$ cat config.mk
export PLATFORM = sky130hd
export DESIGN_NAME = acsi_top
export DESIGN_NICKNAME = d
export VERILOG_FILES = /design/src/acsi_pkg.sv /design/src/acsi_sync.sv /design/src/acsi_fifo.sv /design/src/acsi_top.sv
export SDC_FILE = /design/constraint.sdc
export NUM_CORES = 1
export LEC_CHECK = 0
export BUFFER_PORTS_ARGS = -buffer_cell sky130_fd_sc_hd__buf_4
export CORE_MARGIN = 2
export CORE_UTILIZATION = 52
export CTS_CLUSTER_SIZE = 40
export DETAILED_ROUTE_END_ITERATION = 8
export PLACE_DENSITY = 0.68
export SLEW_MARGIN = 20
export SYNTH_ARGS = -nofsm -noshare
export SYNTH_HDL_FRONTEND = slang
export SYNTH_SLANG_ARGS = --single-unit
$ cat constraint.sdc
create_clock -name sys_clk -period 4.22 [get_ports sys_clk]
set_input_delay 0.633 -clock sys_clk [delete_from_list [all_inputs] [get_ports sys_clk]]
set_output_delay 0.633 -clock sys_clk [all_outputs]
set_load 0.02 [all_outputs]
$ cat src/acsi_pkg.sv
// Shared constants and types of the serial command interface
package acsi_pkg;
	// Result code format
	localparam int RESULT_W = 16;
	localparam logic [15:0] CODE_MAX = 16'h7fff;
	localparam logic [15:0] CODE_MIN = 16'h8000;
	// Polling trailer: eight low bits then eight high bits after a result
	localparam logic [15:0] RESULT_TRAILER = 16'h00ff;
	// Idle fill behind a register byte
	localparam logic [23:0] REG_FILL = 24'hffffff;

	// Command patterns, bit 0 ignored for the first three
	localparam logic [6:0] CMD_RESET_PAT = 7'h03;
	localparam logic [6:0] CMD_START_PAT = 7'h04;
	localparam logic [6:0] CMD_SLEEP_PAT = 7'h02 >> 1;
	localparam logic [3:0] CMD_RDATA_NIB = 4'h1;
	localparam logic [3:0] CMD_REGISTER_READ_CMD_NIB = 4'h2;
	localparam logic [3:0] CMD_REGISTER_WRITE_CMD_NIB = 4'h4;

	// Register offsets
	localparam logic [1:0] REG_INPUT_SELECT_GAIN = 2'h0;
	localparam logic [1:0] REG_RATE_MODE_CONVERSION = 2'h1;
	localparam logic [1:0] REG_REFERENCE_FILTER_CURRENT = 2'h2;
	localparam logic [1:0] REG_CURRENT_ROUTING_READY_CFG = 2'h3;
	localparam logic [7:0] CFG_RESET = 8'h00;
	localparam logic [7:0] ROUTING_WRITE_MASK = 8'hfe;

	// Field positions
	localparam int MODE_LSB = 3;
	localparam logic [1:0] MODE_TURBO = 2'h2;
	localparam int CONV_MODE_BIT = 2;
	localparam int LOW_SIDE_SW_BIT = 3;
	localparam int EXC_LSB = 0;
	localparam int READY_SEL_BIT = 1;

	// Timing
	localparam longint SYS_CLK_HZ = 10000000;
	localparam longint RESET_WAIT_NS = 50000;
	localparam longint RESET_WAIT_CLKS = 32;
	localparam longint RESET_WAIT_CYC =
		(RESET_WAIT_NS * SYS_CLK_HZ + 64'd999999999) / 64'd1000000000 + RESET_WAIT_CLKS;
	localparam int HOLD_W = 10;
	localparam logic [HOLD_W-1:0] RESET_HOLD_CYC = HOLD_W'(RESET_WAIT_CYC);
	localparam int TIMEOUT_MOD_NORMAL = 14000;
	localparam int TIMEOUT_MOD_TURBO = 28000;
	localparam int MOD_DIV_NORMAL = 16;
	localparam int MOD_DIV_TURBO = 8;
	localparam int TIMEOUT_CYC_NORMAL = TIMEOUT_MOD_NORMAL * MOD_DIV_NORMAL;
	localparam int TIMEOUT_CYC_TURBO = TIMEOUT_MOD_TURBO * MOD_DIV_TURBO;

	typedef logic [3:0][7:0] acsi_cfg_t;
	typedef enum logic [1:0] {ST_CMD, ST_RDATA, ST_REGISTER_READ_CMD, ST_REGISTER_WRITE_CMD} acsi_state_t;
	typedef struct packed {
		logic cs_n;
		logic sclk;
		logic din;
	} acsi_pins_t;
endpackage : acsi_pkg

$ cat src/acsi_sync.sv
// Two-flop synchroniser for asynchronous pin inputs
`timescale 1ns/1ps
module acsi_sync #(
	parameter int WIDTH = 3
) (
	input wire logic sys_clk,
	input wire logic rst,
	input wire logic [WIDTH-1:0] async_in,
	output logic [WIDTH-1:0] sync_out
);
	typedef struct packed {
		logic [WIDTH-1:0] meta;
		logic [WIDTH-1:0] stable;
	} acsi_sync_t;
	acsi_sync_t s_reg;
	acsi_sync_t s_next;

	// The meta stage feeds only the stable stage
	always_comb
	begin
		s_next = s_reg;
		s_next.meta = async_in;
		s_next.stable = s_reg.meta;
	end

	always_ff @(posedge sys_clk)
	begin
		if (rst)
			s_reg <= '1;
		else
			s_reg <= s_next;
	end

	assign sync_out = s_reg.stable;
endmodule : acsi_sync

$ cat src/acsi_fifo.sv
// Result FIFO with registered read data and back-pressure
`timescale 1ns/1ps
module acsi_fifo #(
	parameter int WIDTH = 20,
	parameter int DEPTH = 16
) (
	input wire logic sys_clk,
	input wire logic rst,
	input wire logic in_valid,
	input wire logic [WIDTH-1:0] in_data,
	output logic in_ready,
	output logic out_valid,
	output logic [WIDTH-1:0] out_data,
	input wire logic out_ready
);
	localparam int PW = $clog2(DEPTH);
	generate
		if (DEPTH < 2 || (1 << PW) != DEPTH)
			$error("acsi_fifo: DEPTH must be a power of two, at least 2");
	endgenerate
	typedef struct packed {
		logic [DEPTH-1:0][WIDTH-1:0] mem;
		logic [PW-1:0] wp;
		logic [PW-1:0] rp;
		logic [PW:0] cnt;
		logic ready;
		logic ov;
		logic [WIDTH-1:0] od;
	} acsi_fifo_t;
	acsi_fifo_t s_reg;
	acsi_fifo_t s_next;
	logic push;
	logic load;

	// Output word is refilled from storage whenever it is empty or taken
	always_comb
	begin
		s_next = s_reg;
		push = in_valid && s_reg.ready;
		load = (s_reg.cnt != '0) && (!s_reg.ov || out_ready);
		if (push)
		begin
			s_next.mem[s_reg.wp] = in_data;
			s_next.wp = s_reg.wp + 1'b1;
		end
		if (load)
		begin
			s_next.od = s_reg.mem[s_reg.rp];
			s_next.rp = s_reg.rp + 1'b1;
			s_next.ov = 1'b1;
		end
		else if (s_reg.ov && out_ready)
			s_next.ov = 1'b0;
		s_next.cnt = s_reg.cnt + (PW+1)'(push) - (PW+1)'(load);
		// The output word counts toward the depth, so DEPTH words fill it exactly
		s_next.ready = ((s_next.cnt + (PW+1)'(s_next.ov)) != (PW+1)'(DEPTH));
	end

	always_ff @(posedge sys_clk)
	begin
		if (rst)
		begin
			s_reg <= '0;
			s_reg.ready <= 1'b1;
		end
		else
			s_reg <= s_next;
	end

	assign in_ready = s_reg.ready;
	assign out_valid = s_reg.ov;
	assign out_data = s_reg.od;
endmodule : acsi_fifo

$ cat src/acsi_top.sv
// Serial command interpreter and result readout of the converter
`timescale 1ns/1ps
module acsi_top #(
	parameter int RAW_W = 20,
	parameter int FIFO_DEPTH = 16,
	parameter int TIMEOUT_NORMAL_CYC = acsi_pkg::TIMEOUT_CYC_NORMAL,
	parameter int TIMEOUT_TURBO_CYC = acsi_pkg::TIMEOUT_CYC_TURBO
) (
	input wire logic sys_clk,
	input wire logic rst,
	input wire acsi_pkg::acsi_pins_t pins,
	output logic serial_out_with_ready,
	output logic serial_out_with_ready_oe_n,
	output logic result_ready_n,
	input wire logic raw_valid,
	input wire logic [RAW_W-1:0] raw_data,
	output logic raw_ready,
	input wire logic conv_busy,
	output logic conv_start,
	output logic filter_clear,
	output logic device_reset,
	output logic conversion_mode_sel,
	output logic analog_on,
	output logic low_side_switch_ctl,
	output logic [2:0] excitation_current_src,
	output acsi_pkg::acsi_cfg_t cfg_out
);
	localparam int TO_MAX = (TIMEOUT_TURBO_CYC > TIMEOUT_NORMAL_CYC) ?
		TIMEOUT_TURBO_CYC : TIMEOUT_NORMAL_CYC;
	localparam int TO_W = $clog2(TO_MAX + 1);
	generate
		if (RAW_W < acsi_pkg::RESULT_W)
			$error("acsi_top: RAW_W must be at least the result width");
		if (TIMEOUT_NORMAL_CYC < 2 || TIMEOUT_TURBO_CYC < 2)
			$error("acsi_top: timeouts must be at least two cycles");
	endgenerate

	typedef struct packed {
		acsi_pkg::acsi_state_t st;
		logic cs_d;
		logic sclk_d;
		logic [2:0] bit_cnt;
		logic [7:0] shin;
		logic [31:0] out_sr;
		logic [5:0] out_cnt;
		logic [1:0] ptr;
		logic [1:0] remain;
		logic [15:0] buffer;
		logic unread;
		acsi_pkg::acsi_cfg_t cfg;
		acsi_pkg::acsi_cfg_t stage;
		logic dout;
		logic oe_n;
		logic rdy_n;
		logic conv_start;
		logic filter_clear;
		logic dev_reset;
		logic pd_pending;
		logic sleeping;
		logic analog_on;
		logic lsw;
		logic [2:0] exc;
		logic [acsi_pkg::HOLD_W-1:0] hold_cnt;
		logic [TO_W-1:0] to_cnt;
	} acsi_top_t;
	acsi_top_t s_reg;
	acsi_top_t s_next;

	acsi_pkg::acsi_pins_t pins_s;
	logic fifo_valid;
	logic [RAW_W-1:0] fifo_data;
	logic pop_ok;
	logic pop_fire;
	logic sclk_rise;
	logic sclk_fall;
	logic cs_fall;
	logic byte_done;
	logic [7:0] rx_byte;
	logic turbo;
	logic [TO_W-1:0] to_limit;

	acsi_sync #(
		.WIDTH(3)
	) u_sync (
		.sys_clk(sys_clk),
		.rst(rst),
		.async_in(pins),
		.sync_out(pins_s)
	);

	acsi_fifo #(
		.WIDTH(RAW_W),
		.DEPTH(FIFO_DEPTH)
	) u_fifo (
		.sys_clk(sys_clk),
		.rst(rst),
		.in_valid(raw_valid),
		.in_data(raw_data),
		.in_ready(raw_ready),
		.out_valid(fifo_valid),
		.out_data(fifo_data),
		.out_ready(pop_ok)
	);

	// Clipping of the raw result to the code range
	function automatic logic [15:0] sat_code(input logic [RAW_W-1:0] raw);
		logic signed [RAW_W-1:0] v;
		logic signed [RAW_W-1:0] hi;
		logic signed [RAW_W-1:0] lo;
		v = raw;
		hi = RAW_W'($signed(acsi_pkg::CODE_MAX));
		lo = RAW_W'($signed(acsi_pkg::CODE_MIN));
		if (v > hi)
			sat_code = acsi_pkg::CODE_MAX;
		else if (v < lo)
			sat_code = acsi_pkg::CODE_MIN;
		else
			sat_code = v[15:0];
	endfunction : sat_code

	// Edge detection on synchronised pins; clock ignored while deselected
	assign sclk_rise = pins_s.sclk && !s_reg.sclk_d && !pins_s.cs_n;
	assign sclk_fall = !pins_s.sclk && s_reg.sclk_d && !pins_s.cs_n;
	assign cs_fall = !pins_s.cs_n && s_reg.cs_d;
	assign byte_done = sclk_fall && (s_reg.bit_cnt == 3'h7);
	assign rx_byte = {s_reg.shin[6:0], pins_s.din};
	assign turbo = s_reg.cfg[acsi_pkg::REG_RATE_MODE_CONVERSION][acsi_pkg::MODE_LSB +: 2]
		== acsi_pkg::MODE_TURBO;
	assign to_limit = turbo ? TO_W'(TIMEOUT_TURBO_CYC - 1) : TO_W'(TIMEOUT_NORMAL_CYC - 1);
	// A result stalls in the FIFO while a direct read is half way out
	assign pop_ok = !(s_reg.st == acsi_pkg::ST_CMD && s_reg.out_cnt != 6'h00
		&& s_reg.out_cnt < 6'h10) && (s_reg.hold_cnt == '0);
	assign pop_fire = fifo_valid && pop_ok;

	// Next state of the whole interpreter
	always_comb
	begin
		s_next = s_reg;
		s_next.cs_d = pins_s.cs_n;
		s_next.sclk_d = pins_s.sclk;
		s_next.conv_start = 1'b0;
		s_next.filter_clear = 1'b0;
		s_next.dev_reset = 1'b0;
		if (s_reg.hold_cnt != '0)
			s_next.hold_cnt = s_reg.hold_cnt - 1'b1;
		// New result into the data buffer; a pending read-result keeps its copy
		if (pop_fire)
		begin
			s_next.buffer = sat_code(fifo_data);
			if (s_reg.st == acsi_pkg::ST_CMD)
			begin
				s_next.out_sr = {s_next.buffer, acsi_pkg::RESULT_TRAILER};
				s_next.out_cnt = 6'h00;
				if (s_reg.cfg[acsi_pkg::REG_CURRENT_ROUTING_READY_CFG][acsi_pkg::READY_SEL_BIT])
					s_next.dout = 1'b0;
			end
		end
		// Output shifts on rising edges; ones fill behind the data
		if (sclk_rise)
		begin
			s_next.dout = s_next.out_sr[31];
			s_next.out_sr = {s_next.out_sr[30:0], 1'b1};
			if (s_next.out_cnt < 6'h20)
				s_next.out_cnt = s_next.out_cnt + 6'h01;
			s_next.rdy_n = 1'b1;
			s_next.unread = 1'b0;
		end
		// A new result outranks a read edge in the same cycle, so none goes unflagged
		if (pop_fire)
		begin
			s_next.unread = 1'b1;
			s_next.rdy_n = 1'b0;
		end
		if (cs_fall)
		begin
			s_next.oe_n = 1'b0;
			if (s_reg.cfg[acsi_pkg::REG_CURRENT_ROUTING_READY_CFG][acsi_pkg::READY_SEL_BIT])
				s_next.dout = !s_next.unread;
			else
				s_next.dout = s_next.out_sr[31];
		end
		// Input sampled on falling edges, decoded on byte boundaries
		if (sclk_fall)
		begin
			s_next.shin = rx_byte;
			s_next.bit_cnt = s_reg.bit_cnt + 3'h1;
		end
		if (byte_done)
		begin
			case (s_reg.st)
				acsi_pkg::ST_CMD:
				begin
					// Commands arriving inside the reset wait are dropped
					if (s_reg.hold_cnt != '0)
						s_next.st = acsi_pkg::ST_CMD;
					else if (rx_byte[7:1] == acsi_pkg::CMD_RESET_PAT)
					begin
						s_next.cfg = '0;
						s_next.dev_reset = 1'b1;
						s_next.hold_cnt = acsi_pkg::RESET_HOLD_CYC;
						s_next.sleeping = 1'b0;
						s_next.pd_pending = 1'b0;
					end
					else if (rx_byte[7:1] == acsi_pkg::CMD_START_PAT)
					begin
						s_next.conv_start = 1'b1;
						s_next.filter_clear = 1'b1;
						s_next.sleeping = 1'b0;
						s_next.pd_pending = 1'b0;
					end
					else if (rx_byte[7:1] == acsi_pkg::CMD_SLEEP_PAT)
						s_next.pd_pending = 1'b1;
					else if (rx_byte[7:4] == acsi_pkg::CMD_RDATA_NIB)
					begin
						s_next.out_sr = {s_reg.buffer, acsi_pkg::RESULT_TRAILER};
						s_next.out_cnt = 6'h00;
						s_next.unread = 1'b0;
						s_next.remain = 2'h1;
						s_next.st = acsi_pkg::ST_RDATA;
					end
					else if (rx_byte[7:4] == acsi_pkg::CMD_REGISTER_READ_CMD_NIB)
					begin
						s_next.out_sr = {s_reg.cfg[rx_byte[3:2]], acsi_pkg::REG_FILL};
						s_next.out_cnt = 6'h20;
						s_next.ptr = rx_byte[3:2];
						s_next.remain = rx_byte[1:0];
						s_next.st = acsi_pkg::ST_REGISTER_READ_CMD;
					end
					else if (rx_byte[7:4] == acsi_pkg::CMD_REGISTER_WRITE_CMD_NIB)
					begin
						s_next.ptr = rx_byte[3:2];
						s_next.remain = rx_byte[1:0];
						s_next.stage = s_reg.cfg;
						s_next.st = acsi_pkg::ST_REGISTER_WRITE_CMD;
					end
					else
						s_next.st = acsi_pkg::ST_CMD;
				end
				acsi_pkg::ST_RDATA:
				begin
					// Din is ignored until both result bytes are out
					if (s_reg.remain == 2'h0)
						s_next.st = acsi_pkg::ST_CMD;
					else
						s_next.remain = s_reg.remain - 2'h1;
				end
				acsi_pkg::ST_REGISTER_READ_CMD:
				begin
					if (s_reg.remain == 2'h0)
						s_next.st = acsi_pkg::ST_CMD;
					else
					begin
						s_next.remain = s_reg.remain - 2'h1;
						s_next.ptr = s_reg.ptr + 2'h1;
						s_next.out_sr = {s_reg.cfg[s_reg.ptr + 2'h1], acsi_pkg::REG_FILL};
					end
				end
				acsi_pkg::ST_REGISTER_WRITE_CMD:
				begin
					s_next.stage[s_reg.ptr] = rx_byte;
					s_next.ptr = s_reg.ptr + 2'h1;
					s_next.remain = s_reg.remain - 2'h1;
					if (s_reg.remain == 2'h0)
					begin
						s_next.cfg = s_next.stage;
						s_next.cfg[acsi_pkg::REG_CURRENT_ROUTING_READY_CFG] =
							s_next.stage[acsi_pkg::REG_CURRENT_ROUTING_READY_CFG]
							& acsi_pkg::ROUTING_WRITE_MASK;
						s_next.filter_clear = 1'b1;
						s_next.conv_start = 1'b1;
						s_next.sleeping = 1'b0;
						s_next.pd_pending = 1'b0;
						s_next.st = acsi_pkg::ST_CMD;
					end
				end
				default:
					s_next.st = acsi_pkg::ST_CMD;
			endcase
		end
		// Timeout only runs while a command or transfer is half done
		if (sclk_rise || sclk_fall || pins_s.cs_n
			|| (s_reg.st == acsi_pkg::ST_CMD && s_reg.bit_cnt == 3'h0))
			s_next.to_cnt = '0;
		else if (s_reg.to_cnt >= to_limit)
		begin
			s_next.to_cnt = '0;
			s_next.st = acsi_pkg::ST_CMD;
			s_next.bit_cnt = 3'h0;
		end
		else
			s_next.to_cnt = s_reg.to_cnt + 1'b1;
		// Deselect resets the serial side and releases the shared line
		if (pins_s.cs_n)
		begin
			s_next.oe_n = 1'b1;
			s_next.st = acsi_pkg::ST_CMD;
			s_next.bit_cnt = 3'h0;
		end
		// Power-down waits for the running conversion to end
		if (s_next.pd_pending && !conv_busy)
		begin
			s_next.sleeping = 1'b1;
			s_next.pd_pending = 1'b0;
		end
		// Switch and excitation follow registers; sleep keeps registers but turns all analog controls off
		s_next.analog_on = !s_next.sleeping;
		s_next.lsw = !s_next.sleeping
			&& s_next.cfg[acsi_pkg::REG_REFERENCE_FILTER_CURRENT][acsi_pkg::LOW_SIDE_SW_BIT];
		s_next.exc = s_next.sleeping ? 3'h0 :
			s_next.cfg[acsi_pkg::REG_REFERENCE_FILTER_CURRENT][acsi_pkg::EXC_LSB +: 3];
	end

	always_ff @(posedge sys_clk)
	begin
		if (rst)
		begin
			s_reg <= '0;
			s_reg.cs_d <= 1'b1;
			s_reg.dout <= 1'b1;
			s_reg.oe_n <= 1'b1;
			s_reg.rdy_n <= 1'b1;
			s_reg.analog_on <= 1'b1;
			s_reg.out_cnt <= 6'h20;
			s_reg.out_sr <= '1;
		end
		else
			s_reg <= s_next;
	end

	assign serial_out_with_ready = s_reg.dout;
	assign serial_out_with_ready_oe_n = s_reg.oe_n;
	assign result_ready_n = s_reg.rdy_n;
	assign conv_start = s_reg.conv_start;
	assign filter_clear = s_reg.filter_clear;
	assign device_reset = s_reg.dev_reset;
	assign conversion_mode_sel = s_reg.cfg[acsi_pkg::REG_RATE_MODE_CONVERSION][acsi_pkg::CONV_MODE_BIT];
	assign analog_on = s_reg.analog_on;
	assign low_side_switch_ctl = s_reg.lsw;
	assign excitation_current_src = s_reg.exc;
	assign cfg_out = s_reg.cfg;

	a_clip_high: assert property (@(posedge sys_clk) disable iff (rst)
		pop_fire && ($signed(fifo_data) > $signed(RAW_W'($signed(acsi_pkg::CODE_MAX))))
		|=> s_reg.buffer == 16'h7fff)
		else $error("result not clipped to largest code");
	a_reset_defaults: assert property (@(posedge sys_clk) disable iff (rst)
		byte_done && s_reg.st == acsi_pkg::ST_CMD && s_reg.hold_cnt == '0
		&& rx_byte[7:1] == acsi_pkg::CMD_RESET_PAT
		|=> device_reset && cfg_out == '0 && s_reg.hold_cnt == acsi_pkg::RESET_HOLD_CYC)
		else $error("reset command did not restore defaults");
	a_start_restart: assert property (@(posedge sys_clk) disable iff (rst)
		byte_done && s_reg.st == acsi_pkg::ST_CMD && s_reg.hold_cnt == '0
		&& rx_byte[7:1] == acsi_pkg::CMD_START_PAT
		|=> conv_start && filter_clear ##1 !conv_start)
		else $error("start command pulse wrong");
	a_sleep_waits: assert property (@(posedge sys_clk) disable iff (rst)
		$rose(s_reg.sleeping) |-> !$past(conv_busy) ##1 (!analog_on && excitation_current_src == 3'h0))
		else $error("power-down entered during conversion or analog left on");
	a_ready_falls: assert property (@(posedge sys_clk) disable iff (rst)
		pop_fire |=> !result_ready_n)
		else $error("ready output did not fall on new result");
	a_ready_returns: assert property (@(posedge sys_clk) disable iff (rst)
		sclk_rise && !pop_fire |=> result_ready_n)
		else $error("ready output not high after rising clock");
	a_release_desel: assert property (@(posedge sys_clk) disable iff (rst)
		pins_s.cs_n |=> serial_out_with_ready_oe_n)
		else $error("serial out driven while deselected");
	a_ready_at_sel: assert property (@(posedge sys_clk) disable iff (rst)
		cs_fall && !pop_fire && !sclk_rise
		&& s_reg.cfg[acsi_pkg::REG_CURRENT_ROUTING_READY_CFG][acsi_pkg::READY_SEL_BIT]
		|=> !serial_out_with_ready_oe_n && (serial_out_with_ready == !$past(s_reg.unread)))
		else $error("serial out does not show unread data at select");
	a_read_locked: assert property (@(posedge sys_clk) disable iff (rst)
		byte_done && s_reg.st == acsi_pkg::ST_RDATA && s_reg.remain != 2'h0
		|=> s_reg.st == acsi_pkg::ST_RDATA)
		else $error("read-result ended before sixteen bits");
	a_write_restart: assert property (@(posedge sys_clk) disable iff (rst)
		byte_done && s_reg.st == acsi_pkg::ST_REGISTER_WRITE_CMD && s_reg.remain == 2'h0
		|=> filter_clear && conv_start && s_reg.st == acsi_pkg::ST_CMD)
		else $error("register write did not restart conversion");
endmodule : acsi_top

==> results of run 1 <==
==> Yosys cell counts, drive strengths merged (5+ instances only) <==
| master | number | share of area [%] |
|---|---|---|
| o211ai | 15 | 0.45 |
| or2 | 9 | 0.23 |
| a211oi | 17 | 0.51 |
| and3 | 6 | 0.15 |
| or3 | 66 | 1.7 |
| a21o | 6 | 0.18 |
| nand4 | 18 | 0.45 |
| nand2 | 846 | 13 |
| a22oi | 5 | 0.15 |
| o21ai | 55 | 1.1 |
| nor2 | 112 | 1.7 |
| mux2i | 62 | 2.5 |
| and2 | 8 | 0.20 |
| mux4 | 114 | 10 |
| clkbuf | 218 | 3.3 |
| xor2 | 15 | 0.53 |
| a21oi | 487 | 9.8 |
| nor3 | 20 | 0.51 |
| nor4 | 12 | 0.44 |
| xnor2 | 17 | 0.60 |
| a31oi | 10 | 0.25 |
| o221ai | 10 | 0.35 |
| dfxtp | 536 | 43 |
| nand3 | 45 | 0.95 |
| o22ai | 6 | 0.15 |
| mux2 | 11 | 0.50 |
| ha | 29 | 1.5 |
| buf | 88 | 2.1 |
| inv | 35 | 0.53 |
| nor2b | 43 | 1.1 |
==> worst max-delay path: stages, from the launching register on <==
cell,delay (ns)
dfxtp_2,0.33
inv_2,0.07
ha_4,0.15
inv_4,0.03
or4_4,0.52
a21bo_4,0.26
nand2_4,0.07
inv_2,0.04
ha_1,0.28
inv_1,0.06
ha_2,0.17
inv_1,0.06
fa_1,0.58
inv_2,0.07
ha_4,0.23
or3_4,0.37
or3b_4,0.38
a211oi_2,0.18
a31oi_1,0.06
==> per-layer routing <==
metal | GRT usage, % | wire length (µm) | vias to the layer above | share of wire, %
met5 | 0 | 0 | - | 0
met4 | 9.27 | 1750 | 0 | 2.5
met3 | 3.27 | 4110 | 136 | 5.9
met2 | 46.8 | 34100 | 741 | 49
met1 | 36.2 | 29400 | 10400 | 42
li1 | - | - | 9884 | -
==> kinds of logic after synthesis <==
logic type      count (synthesis)  share of synthesized area (%)
fa+ha+maj                      30                           1.54
mux                           187                           13.3
flops                         536                           43.2
compound gates                636                           13.9
simple gates                 1209                           20.9
xor+xnor                       32                           1.13
buf+inv                       341                           5.94
other cells                     1                         0.0151
==> what timing repair did <==
| item | in CTS | in global routing |
|---|---|---|
| hold buffers | 0 | 0 |
| gates resized for setup | 0 | 6 |
| setup buffers | 0 | 1 |
| setup endpoints to repair | 0 | 1 |
==> power by group through the flow <==
stage	sequential [mW]	clock [mW]	combinational (mW)
4_1_cts	5.73	5.53	2.96
3_3_place_gp	5.82	0	2.88
3_5_place_dp	5.84	0	2.95
2_1_floorplan	5.62	0	2.34
5_1_grt	5.77	5.72	3.36
6_report	5.73	5.47	3.07
==> cell type report <==
class / count / area, µm² / area share (%)
Timing Repair Buffer: 134 / 1040 / 3.78
Tap cell: 615 / 769 / 2.80
Inverter: 35 / 134 / 0.487
Clock buffer: 79 / 1630 / 5.93
Sequential cell: 536 / 10700 / 39.1
Multi-Input combinational cell: 2095 / 12800 / 46.4
Clock inverter: 26 / 425 / 1.55
==> per-stage QoR <==
| stage | utilization (%) | std cells | hold WS [ns] | cell area, µm² |
|---|---|---|---|---|
| after floorplan | - | 2972 | 0.389 | 24900 |
| after global placement | 53.5 | 3414 | 0.404 | 25400 |
| after detailed placement | 53.5 | 3414 | 0.398 | 25400 |
| after CTS | 57.8 | 3519 | 0.169 | 27400 |
| after global routing | 57.9 | 3520 | 0.186 | 27500 |
| final | 57.9 | 3520 | 0.198 | 27500 |
==> worst paths after layout <==
path | end | from | depth (start not counted)
worst min-delay path | u_sync.s_next[0]$_SDFF_PP1_ | pins[0] | 2
worst max register to register | u_fifo.in_ready$_SDFF_PP1_ | s_reg[177]$_SDFF_PP0_ | 18
worst min register to register | u_sync.sync_out[2]$_SDFF_PP1_ | u_sync.s_next[2]$_SDFF_PP1_ | 1
worst max-delay path | u_fifo.in_ready$_SDFF_PP1_ | s_reg[177]$_SDFF_PP0_ | 18
==> load_flow_metrics.sql, run 1 <==
INSERT INTO impl_metrics (metric_group, metric, value, unit) VALUES
('outcome', 'result_of_the_run', 'complete, no violations', ''),
('logic_synthesis', 'syn-instance-count', '2972', ''),
('route', 'dr.pass1.iters', '6', ''),
('sta', 'relSlewSlack', '21.5', '%'),
('floorplan', 'die_h', '223', 'µm'),
('power', 'peak_supply_drop', '349', 'µV'),
('power', 'pwr-share-clk', '38.3', '%'),
('floorplan', 'floorplan.io_pins', '72', ''),
('route', 'postRouteAntennaNets', '0', ''),
('power', 'power.share.sequential', '40.2', '%'),
('route', 'viasPerCell', '6.00', ''),
('sta', 'min_period_over_period', '95.8', '%'),
('placement', 'gp_routability_congestion', '0.834', ''),
('clock_tree', 'clock_sink_count', '536', ''),
('sta', 'fin_skew', '0.0301', 'ns'),
('placement', 'io_port_bufs', '70', ''),
('sta', 'number_of_pins_with_negative_max_slew_slack_in_the_final_report', '0', ''),
('setup_path', 'crit_path_start_kind', 'flop', ''),
('global_routing', 'gr-total-overflow', '0', ''),
('global_routing', 'grt_pass1_vias', '20000', ''),
('route', 'vias', '21100', ''),
('sta', 'setup_viol', '0', ''),
('logic_synthesis', 'post_synth_instance_area', '0.0248', 'mm²'),
('route', 'routedWlPerCell', '19.7', 'µm'),
('route', 'drt_first_iter_violations', '2188', ''),
('sta', 'total_negative_setup_slack', '0', 'ns'),
('power', 'pwr-share-comb', '21.5', '%'),
('sta', 'hold_viol', '0', ''),
('clock_tree', 'cts_max_level', '2', ''),
('final_layout', 'drive_above_1_share', '13.9', '%'),
('final_layout', 'filler_cell_count', '4177', ''),
('power', 'p_leak', '9.19', 'nW'),
('setup_path', 'setup.reg_to_reg.worst_slack', '0.18', 'ns'),
('logic_synthesis', 'postSynth.asyncResetShare', '0', '%'),
('power', 'cellPowerDensity', '519', 'mW/mm²'),
('logic_synthesis', 'mappedNetlistNets', '3029', ''),
('logic_synthesis', 'synth_ff_type', 'dfxtp_1', ''),
('power', 'p_int', '9.91', 'mW'),
('power', 'power_switching_share', '30.6', '%'),
('final_layout', 'layout_common_cells', '845 x nand2_1, 532 x dfxtp_1, 487 x a21oi_1', ''),
('global_routing', 'grt_pass1_wl', '110', 'mm'),
('clock_tree', 'clock_latency_on_the_worst_skew_pair', '0.64', 'ns'),
('final_layout', 'number_of_flip_flops_in_the_largest_register', '333', ''),
('route', 'drc', '0', ''),
('global_routing', 'antenna_found_initial', '0', ''),
('placement', 'hpwl', '43.6', 'mm'),
('clock_tree', 'cts_max_path_buffers', '3', ''),
('setup_path', 'crit_path_max_fanout', '4', ''),
('clock_tree', 'clkTransAtPathRegs', '0.06', 'ns'),
('logic_synthesis', 'ys_types', '69', ''),
('clock_tree', 'cts_inserted_buffers', '57', ''),
('power', 'power', '14.3', 'mW'),
('global_routing', 'grt_start_max_net_pins', '243', ''),
('power', 'p_sw', '4.37', 'mW'),
('final_layout', 'final_common_cell', 'nand2_1', ''),
('final_layout', 'area_growth_from_synthesis_to_layout', '10.7', '%'),
('sta', 'period_minus_slack', '4.04', 'ns'),
('logic_synthesis', 'post_synth.cell_area_avg', '8.36', 'µm²'),
('sta', 'max_freq', '0.247', 'GHz'),
('logic_synthesis', 'synth_seq_cells', '536', ''),
('hold_path', 'holdCritPathClass', 'primary input to flop', ''),
('floorplan', 'row_count', '80', ''),
('sta', 'grt_setup_unrepaired', 'no', ''),
('global_routing', 'grt_util_all_layers', '27.4', '%'),
('clock_tree', 'cts_tree', 'built', ''),
('floorplan', 'floorplan_die_width', '223', 'µm'),
('floorplan', 'die-area', '0.0495', 'mm²'),
('route', 'drt_wl_total', '69.4', 'mm'),
('sta', 'worst_case_setup_margin_in_the_final_layout', '0.178', 'ns'),
('logic_synthesis', 'yosysWarningCount', '0', ''),
('clock_tree', 'root_buffer', 'clkbuf_16', ''),
('setup_path', 'setup.worst_path.class', 'flop to flop', ''),
('run', 'reported_max_cap_violation_count', '0', ''),
('placement', 'preCtsSetupSlack', '0.135', 'ns'),
('sta', 'worst-slew-pin-transition', '1.17', 'ns'),
('logic_synthesis', 'number_of_enable_flip_flop_cells_after_synthesis', '0', ''),
('final_layout', 'antenna_cells', '0', ''),
('setup_path', 'worst-endpoint-required', '4.71', 'ns'),
('floorplan', 'core-area', '0.0474', 'mm²'),
('final_layout', 'finalNetCount', '2916', ''),
('floorplan', 'floorplan.initialDensity', '52.3', '%'),
('logic_synthesis', 'synth_sequential_area_ratio', '43.2', '%'),
('setup_path', 'critPathArrivalTime', '4.53', 'ns'),
('setup_path', 'timing.critical_path.to_type', 'flop', '');
Note: power is estimated with default switching activity, not from simulation.
==> run 2, diff against run 1 <==
--- a/config.mk
+++ b/config.mk
@@ -14,4 +14,5 @@
 export SLEW_MARGIN = 20
 export SYNTH_ARGS = -nofsm -noshare
 export SYNTH_HDL_FRONTEND = slang
+export SYNTH_HIERARCHICAL = 1
 export SYNTH_SLANG_ARGS = --single-unit
==> run 2 against run 1 <==
Design area fell by 2.1%. Routed wire length fell by 0.13%. Non-clock buffer count fell by 25. Area after synthesis rose by 0.25%. Largest power group unchanged. Setup slack improved by 0.20 ns. Power fell by 5.2%.
==> load_flow_metrics.sql, run 2 <==
INSERT INTO impl_metrics (metric_group, metric, value, unit) VALUES
('global_routing', 'gr-total-overflow', '0', ''),
('sta', 'setup_viol', '0', ''),
('final_layout', 'number_of_flip_flops_in_the_largest_register', '333', ''),
('setup_path', 'timing.critical_path.to_type', 'flop', ''),
('logic_synthesis', 'number_of_enable_flip_flop_cells_after_synthesis', '0', ''),
('sta', 'grt_setup_unrepaired', 'no', ''),
('logic_synthesis', 'synthDominantAreaCellType', 'dfxtp_1', ''),
('final_layout', 'finalNetCount', '2876', ''),
('final_layout', 'layout_common_cells', '783 x nand2_1, 534 x dfxtp_1, 456 x a21oi_1', ''),
('final_layout', 'final_common_cell', 'nand2_1', ''),
('power', 'cellPowerDensity', '503', 'mW/mm²'),
('clock_tree', 'clkTransAtPathRegs', '0.06', 'ns'),
('setup_path', 'crit_path_max_fanout', '6', ''),
('final_layout', 'final-instance-count-excl-fill', '3479', ''),
('setup_path', 'worst_path_largest_cell_delay', '0.48', 'ns'),
('setup_path', 'critPathBufInv', '3', ''),
('final_layout', 'area_growth_from_synthesis_to_layout', '8.10', '%'),
('sta', 'period_minus_slack', '3.84', 'ns'),
('placement', 'gp_routability_congestion', '0.854', ''),
('placement', 'preCtsSetupSlack', '0.442', 'ns'),
('setup_path', 'crit_path_start_kind', 'flop', ''),
('clock_tree', 'post_cts_setup_buffer_count', '0', ''),
('setup_path', 'critPathArrivalTime', '4.31', 'ns'),
('route', 'drc', '0', ''),
('logic_synthesis', 'mappedNetlistNets', '3027', ''),
('route', 'detail_route.wirelength.met1', '28.3', 'mm'),
('logic_synthesis', 'postSynth.asyncResetShare', '0', '%'),
('hold_path', 'holdCritPathClass', 'primary input to flop', ''),
('global_routing', 'grt_pass1_wl', '109', 'mm'),
('route', 'vias', '21000', ''),
('logic_synthesis', 'post_synth_instance_area', '0.0249', 'mm²'),
('clock_tree', 'postCtsResizedCells', '0', ''),
('route', 'drt_wl_total', '69.3', 'mm'),
('setup_path', 'worst-endpoint-required', '4.69', 'ns'),
('floorplan', 'row_count', '80', ''),
('clock_tree', 'clock_latency_on_the_worst_skew_pair', '0.63', 'ns'),
('route', 'dr.pass1.iters', '7', ''),
('logic_synthesis', 'synth.area.top_cells', 'dfxtp_1 43%, nand2_1 12%, a21oi_1 9.2%', ''),
('sta', 'total_negative_setup_slack', '0', 'ns'),
('global_routing', 'grt_start_max_net_pins', '162', ''),
('floorplan', 'die-area', '0.0496', 'mm²'),
('logic_synthesis', 'synth_ff_type', 'dfxtp_1', ''),
('route', 'maxUsedRoutingLayer', 'met5', ''),
('sta', 'max_freq', '0.260', 'GHz'),
('placement', 'dp_cells', '3376', ''),
('logic_synthesis', 'syn-instance-count', '2970', ''),
('clock_tree', 'cts_tree', 'built', ''),
('clock_tree', 'root_buffer', 'clkbuf_16', ''),
('setup_path', 'crit_path_top_cell_by_count', 'ha_1', ''),
('run', 'reported_max_cap_violation_count', '0', ''),
('clock_tree', 'cts_max_level', '2', ''),
('global_routing', 'grt_util_all_layers', '27.3', '%'),
('floorplan', 'floorplan.io_pins', '72', ''),
('logic_synthesis', 'post_synth.cell_area_avg', '8.38', 'µm²'),
('sta', 'fin_skew', '0.0307', 'ns'),
('logic_synthesis', 'yosysWarningCount', '6', ''),
('route', 'route.met2.wl', '34.1', 'mm'),
('setup_path', 'critical_path.slowest_cell', 'fa_1', ''),
('logic_synthesis', 'post-synth-top-count-cell', 'nand2_1', ''),
('global_routing', 'grt_pass1_vias', '20200', ''),
('sta', 'number_of_pins_with_negative_max_slew_slack_in_the_final_report', '0', ''),
('clock_tree', 'cts_inserted_buffers', '55', ''),
('sta', 'worst-slew-pin-transition', '1.18', 'ns'),
('clock_tree', 'cts_max_path_buffers', '3', ''),
('power', 'peak_supply_drop', '352', 'µV'),
('final_layout', 'final_cell_area', '0.0269', 'mm²'),
('clock_tree', 'cts_hold_buffers', '0', ''),
('route', 'drt_first_iter_violations', '2138', ''),
('outcome', 'result_of_the_run', 'complete, no violations', ''),
('power', 'power', '13.5', 'mW'),
('sta', 'worst_case_setup_margin_in_the_final_layout', '0.381', 'ns'),
('power', 'p_leak', '8.93', 'nW'),
('floorplan', 'core-area', '0.0475', 'mm²'),
('route', 'viasPerCell', '6.02', ''),
('clock_tree', 'clock_sink_count', '536', ''),
('logic_synthesis', 'synth_sequential_area_ratio', '43.1', '%'),
('placement', 'hpwl', '42.5', 'mm'),
('logic_synthesis', 'ys_types', '79', ''),
('logic_synthesis', 'synth.cells.most_frequent', '783 x nand2_1, 536 x dfxtp_1, 456 x a21oi_1, 195 x clkbuf_1, 163 x nor2_1', ''),
('floorplan', 'floorplan.initialDensity', '52.4', '%'),
('route', 'dr_wl_met3', '4.82', 'mm'),
('floorplan', 'die_h', '223', 'µm'),
('global_routing', 'antenna_found_initial', '2', ''),
('route', 'routedWlPerCell', '19.9', 'µm'),
('setup_path', 'timing.critical_path.cells', 'inv_1 > ha_1 > nor4b_4 > nand3_4 > a21oi_1 > nor2b_1 > or2_2 > inv_1 > ha_1 > inv_1 > ha_1 > fa_1 > ha_1 > nor3_1 > nand3_1 > a2bb2oi_1', ''),
('final_layout', 'drive_above_1_share', '12.0', '%'),
('route', 'postRouteAntennaNets', '0', ''),
('sta', 'min_period_over_period', '91.0', '%'),
('logic_synthesis', 'synth_seq_cells', '536', ''),
('logic_synthesis', 'synth_top_area_share', '43.1', '%'),
('sta', 'relSlewSlack', '21.0', '%'),
('setup_path', 'crit_family', 'adder cells', ''),
('sta', 'hold_viol', '0', ''),
('final_layout', 'filler_cell_count', '4271', ''),
('floorplan', 'floorplan_die_width', '223', 'µm'),
('placement', 'placed_cell_area', '0.0250', 'mm²'),
('setup_path', 'setup.worst_path.class', 'flop to flop', ''),
('setup_path', 'setup.reg_to_reg.worst_slack', '0.38', 'ns'),
('placement', 'io_port_bufs', '70', '');
==> run 2: cell count changes in the layout (fill, tap and decap cells not counted), moves of 27 or more <==
cell     delta
a21oi_1    -31
nor2b_1    -27
nor2_1     +44
a22oi_1    +44
mux4_2     -32
nand2_1    -62
==> run 2: power breakdown <==
part           total, mW  internal [mW]  switching (mW)
clock network       4.97           2.90            2.08
logic               2.89           1.07            1.82
registers           5.67           5.37           0.304
==> run 2: kinds of logic (layout without fill, tap and decap cells) <==
| family | Yosys count | count (layout) | share of synthesized area (%) |
|---|---|---|---|
| buf+inv | 350 | 243 | 6.92 |
| mux | 161 | 161 | 11.4 |
| compound gates | 667 | 667 | 15.3 |
| flops | 536 | 536 | 43.1 |
| other cells | 1 | 2 | 0.0151 |
| fa+ha+maj | 30 | 30 | 1.54 |
| simple gates | 1193 | 1193 | 20.6 |
| xor+xnor | 32 | 32 | 1.13 |
==> run 2: per-stage QoR <==
step                hold WS, ns  util [%]
floorplan                 0.383         -
global placement          0.400      52.6
detailed placement        0.391      52.6
CTS                       0.188      56.5
global route              0.200      56.6
finish                    0.210      56.6
==> run 2: area by class of cell <==
| class | instances | area, µm² | share of cell area [%] |
|---|---|---|---|
| multi-input cells | 2084 | 12600 | 46.7 |
| flip-flops and latches | 536 | 10700 | 39.9 |
| clock buffers | 76 | 1610 | 5.96 |
| repair buffers | 109 | 850 | 3.16 |
| well taps | 615 | 769 | 2.86 |
| clock inverters | 25 | 258 | 0.958 |
| inverters | 33 | 124 | 0.460 |
| diodes | 1 | 2.50 | 0.00930 |
==> run 2: path summary, 6_finish.rpt <==
kind | start | to | depth (start not counted)
max | s_reg[18]$_SDFF_PP0_ | u_fifo/in_ready$_SDFF_PP1_ | 16
min | pins[0] | u_sync/s_next[0]$_SDFF_PP1_ | 2
min reg2reg | u_sync/s_next[0]$_SDFF_PP1_ | u_sync/sync_out[0]$_SDFF_PP1_ | 1
max reg2reg | s_reg[18]$_SDFF_PP0_ | u_fifo/in_ready$_SDFF_PP1_ | 16
==> run 2: metal layers <==
metal | vias up | global-route usage (%)
met5 | - | 0
met4 | 2 | 9.68
met3 | 153 | 4.44
met2 | 780 | 47.3
met1 | 10200 | 34.3
li1 | 9824 | -
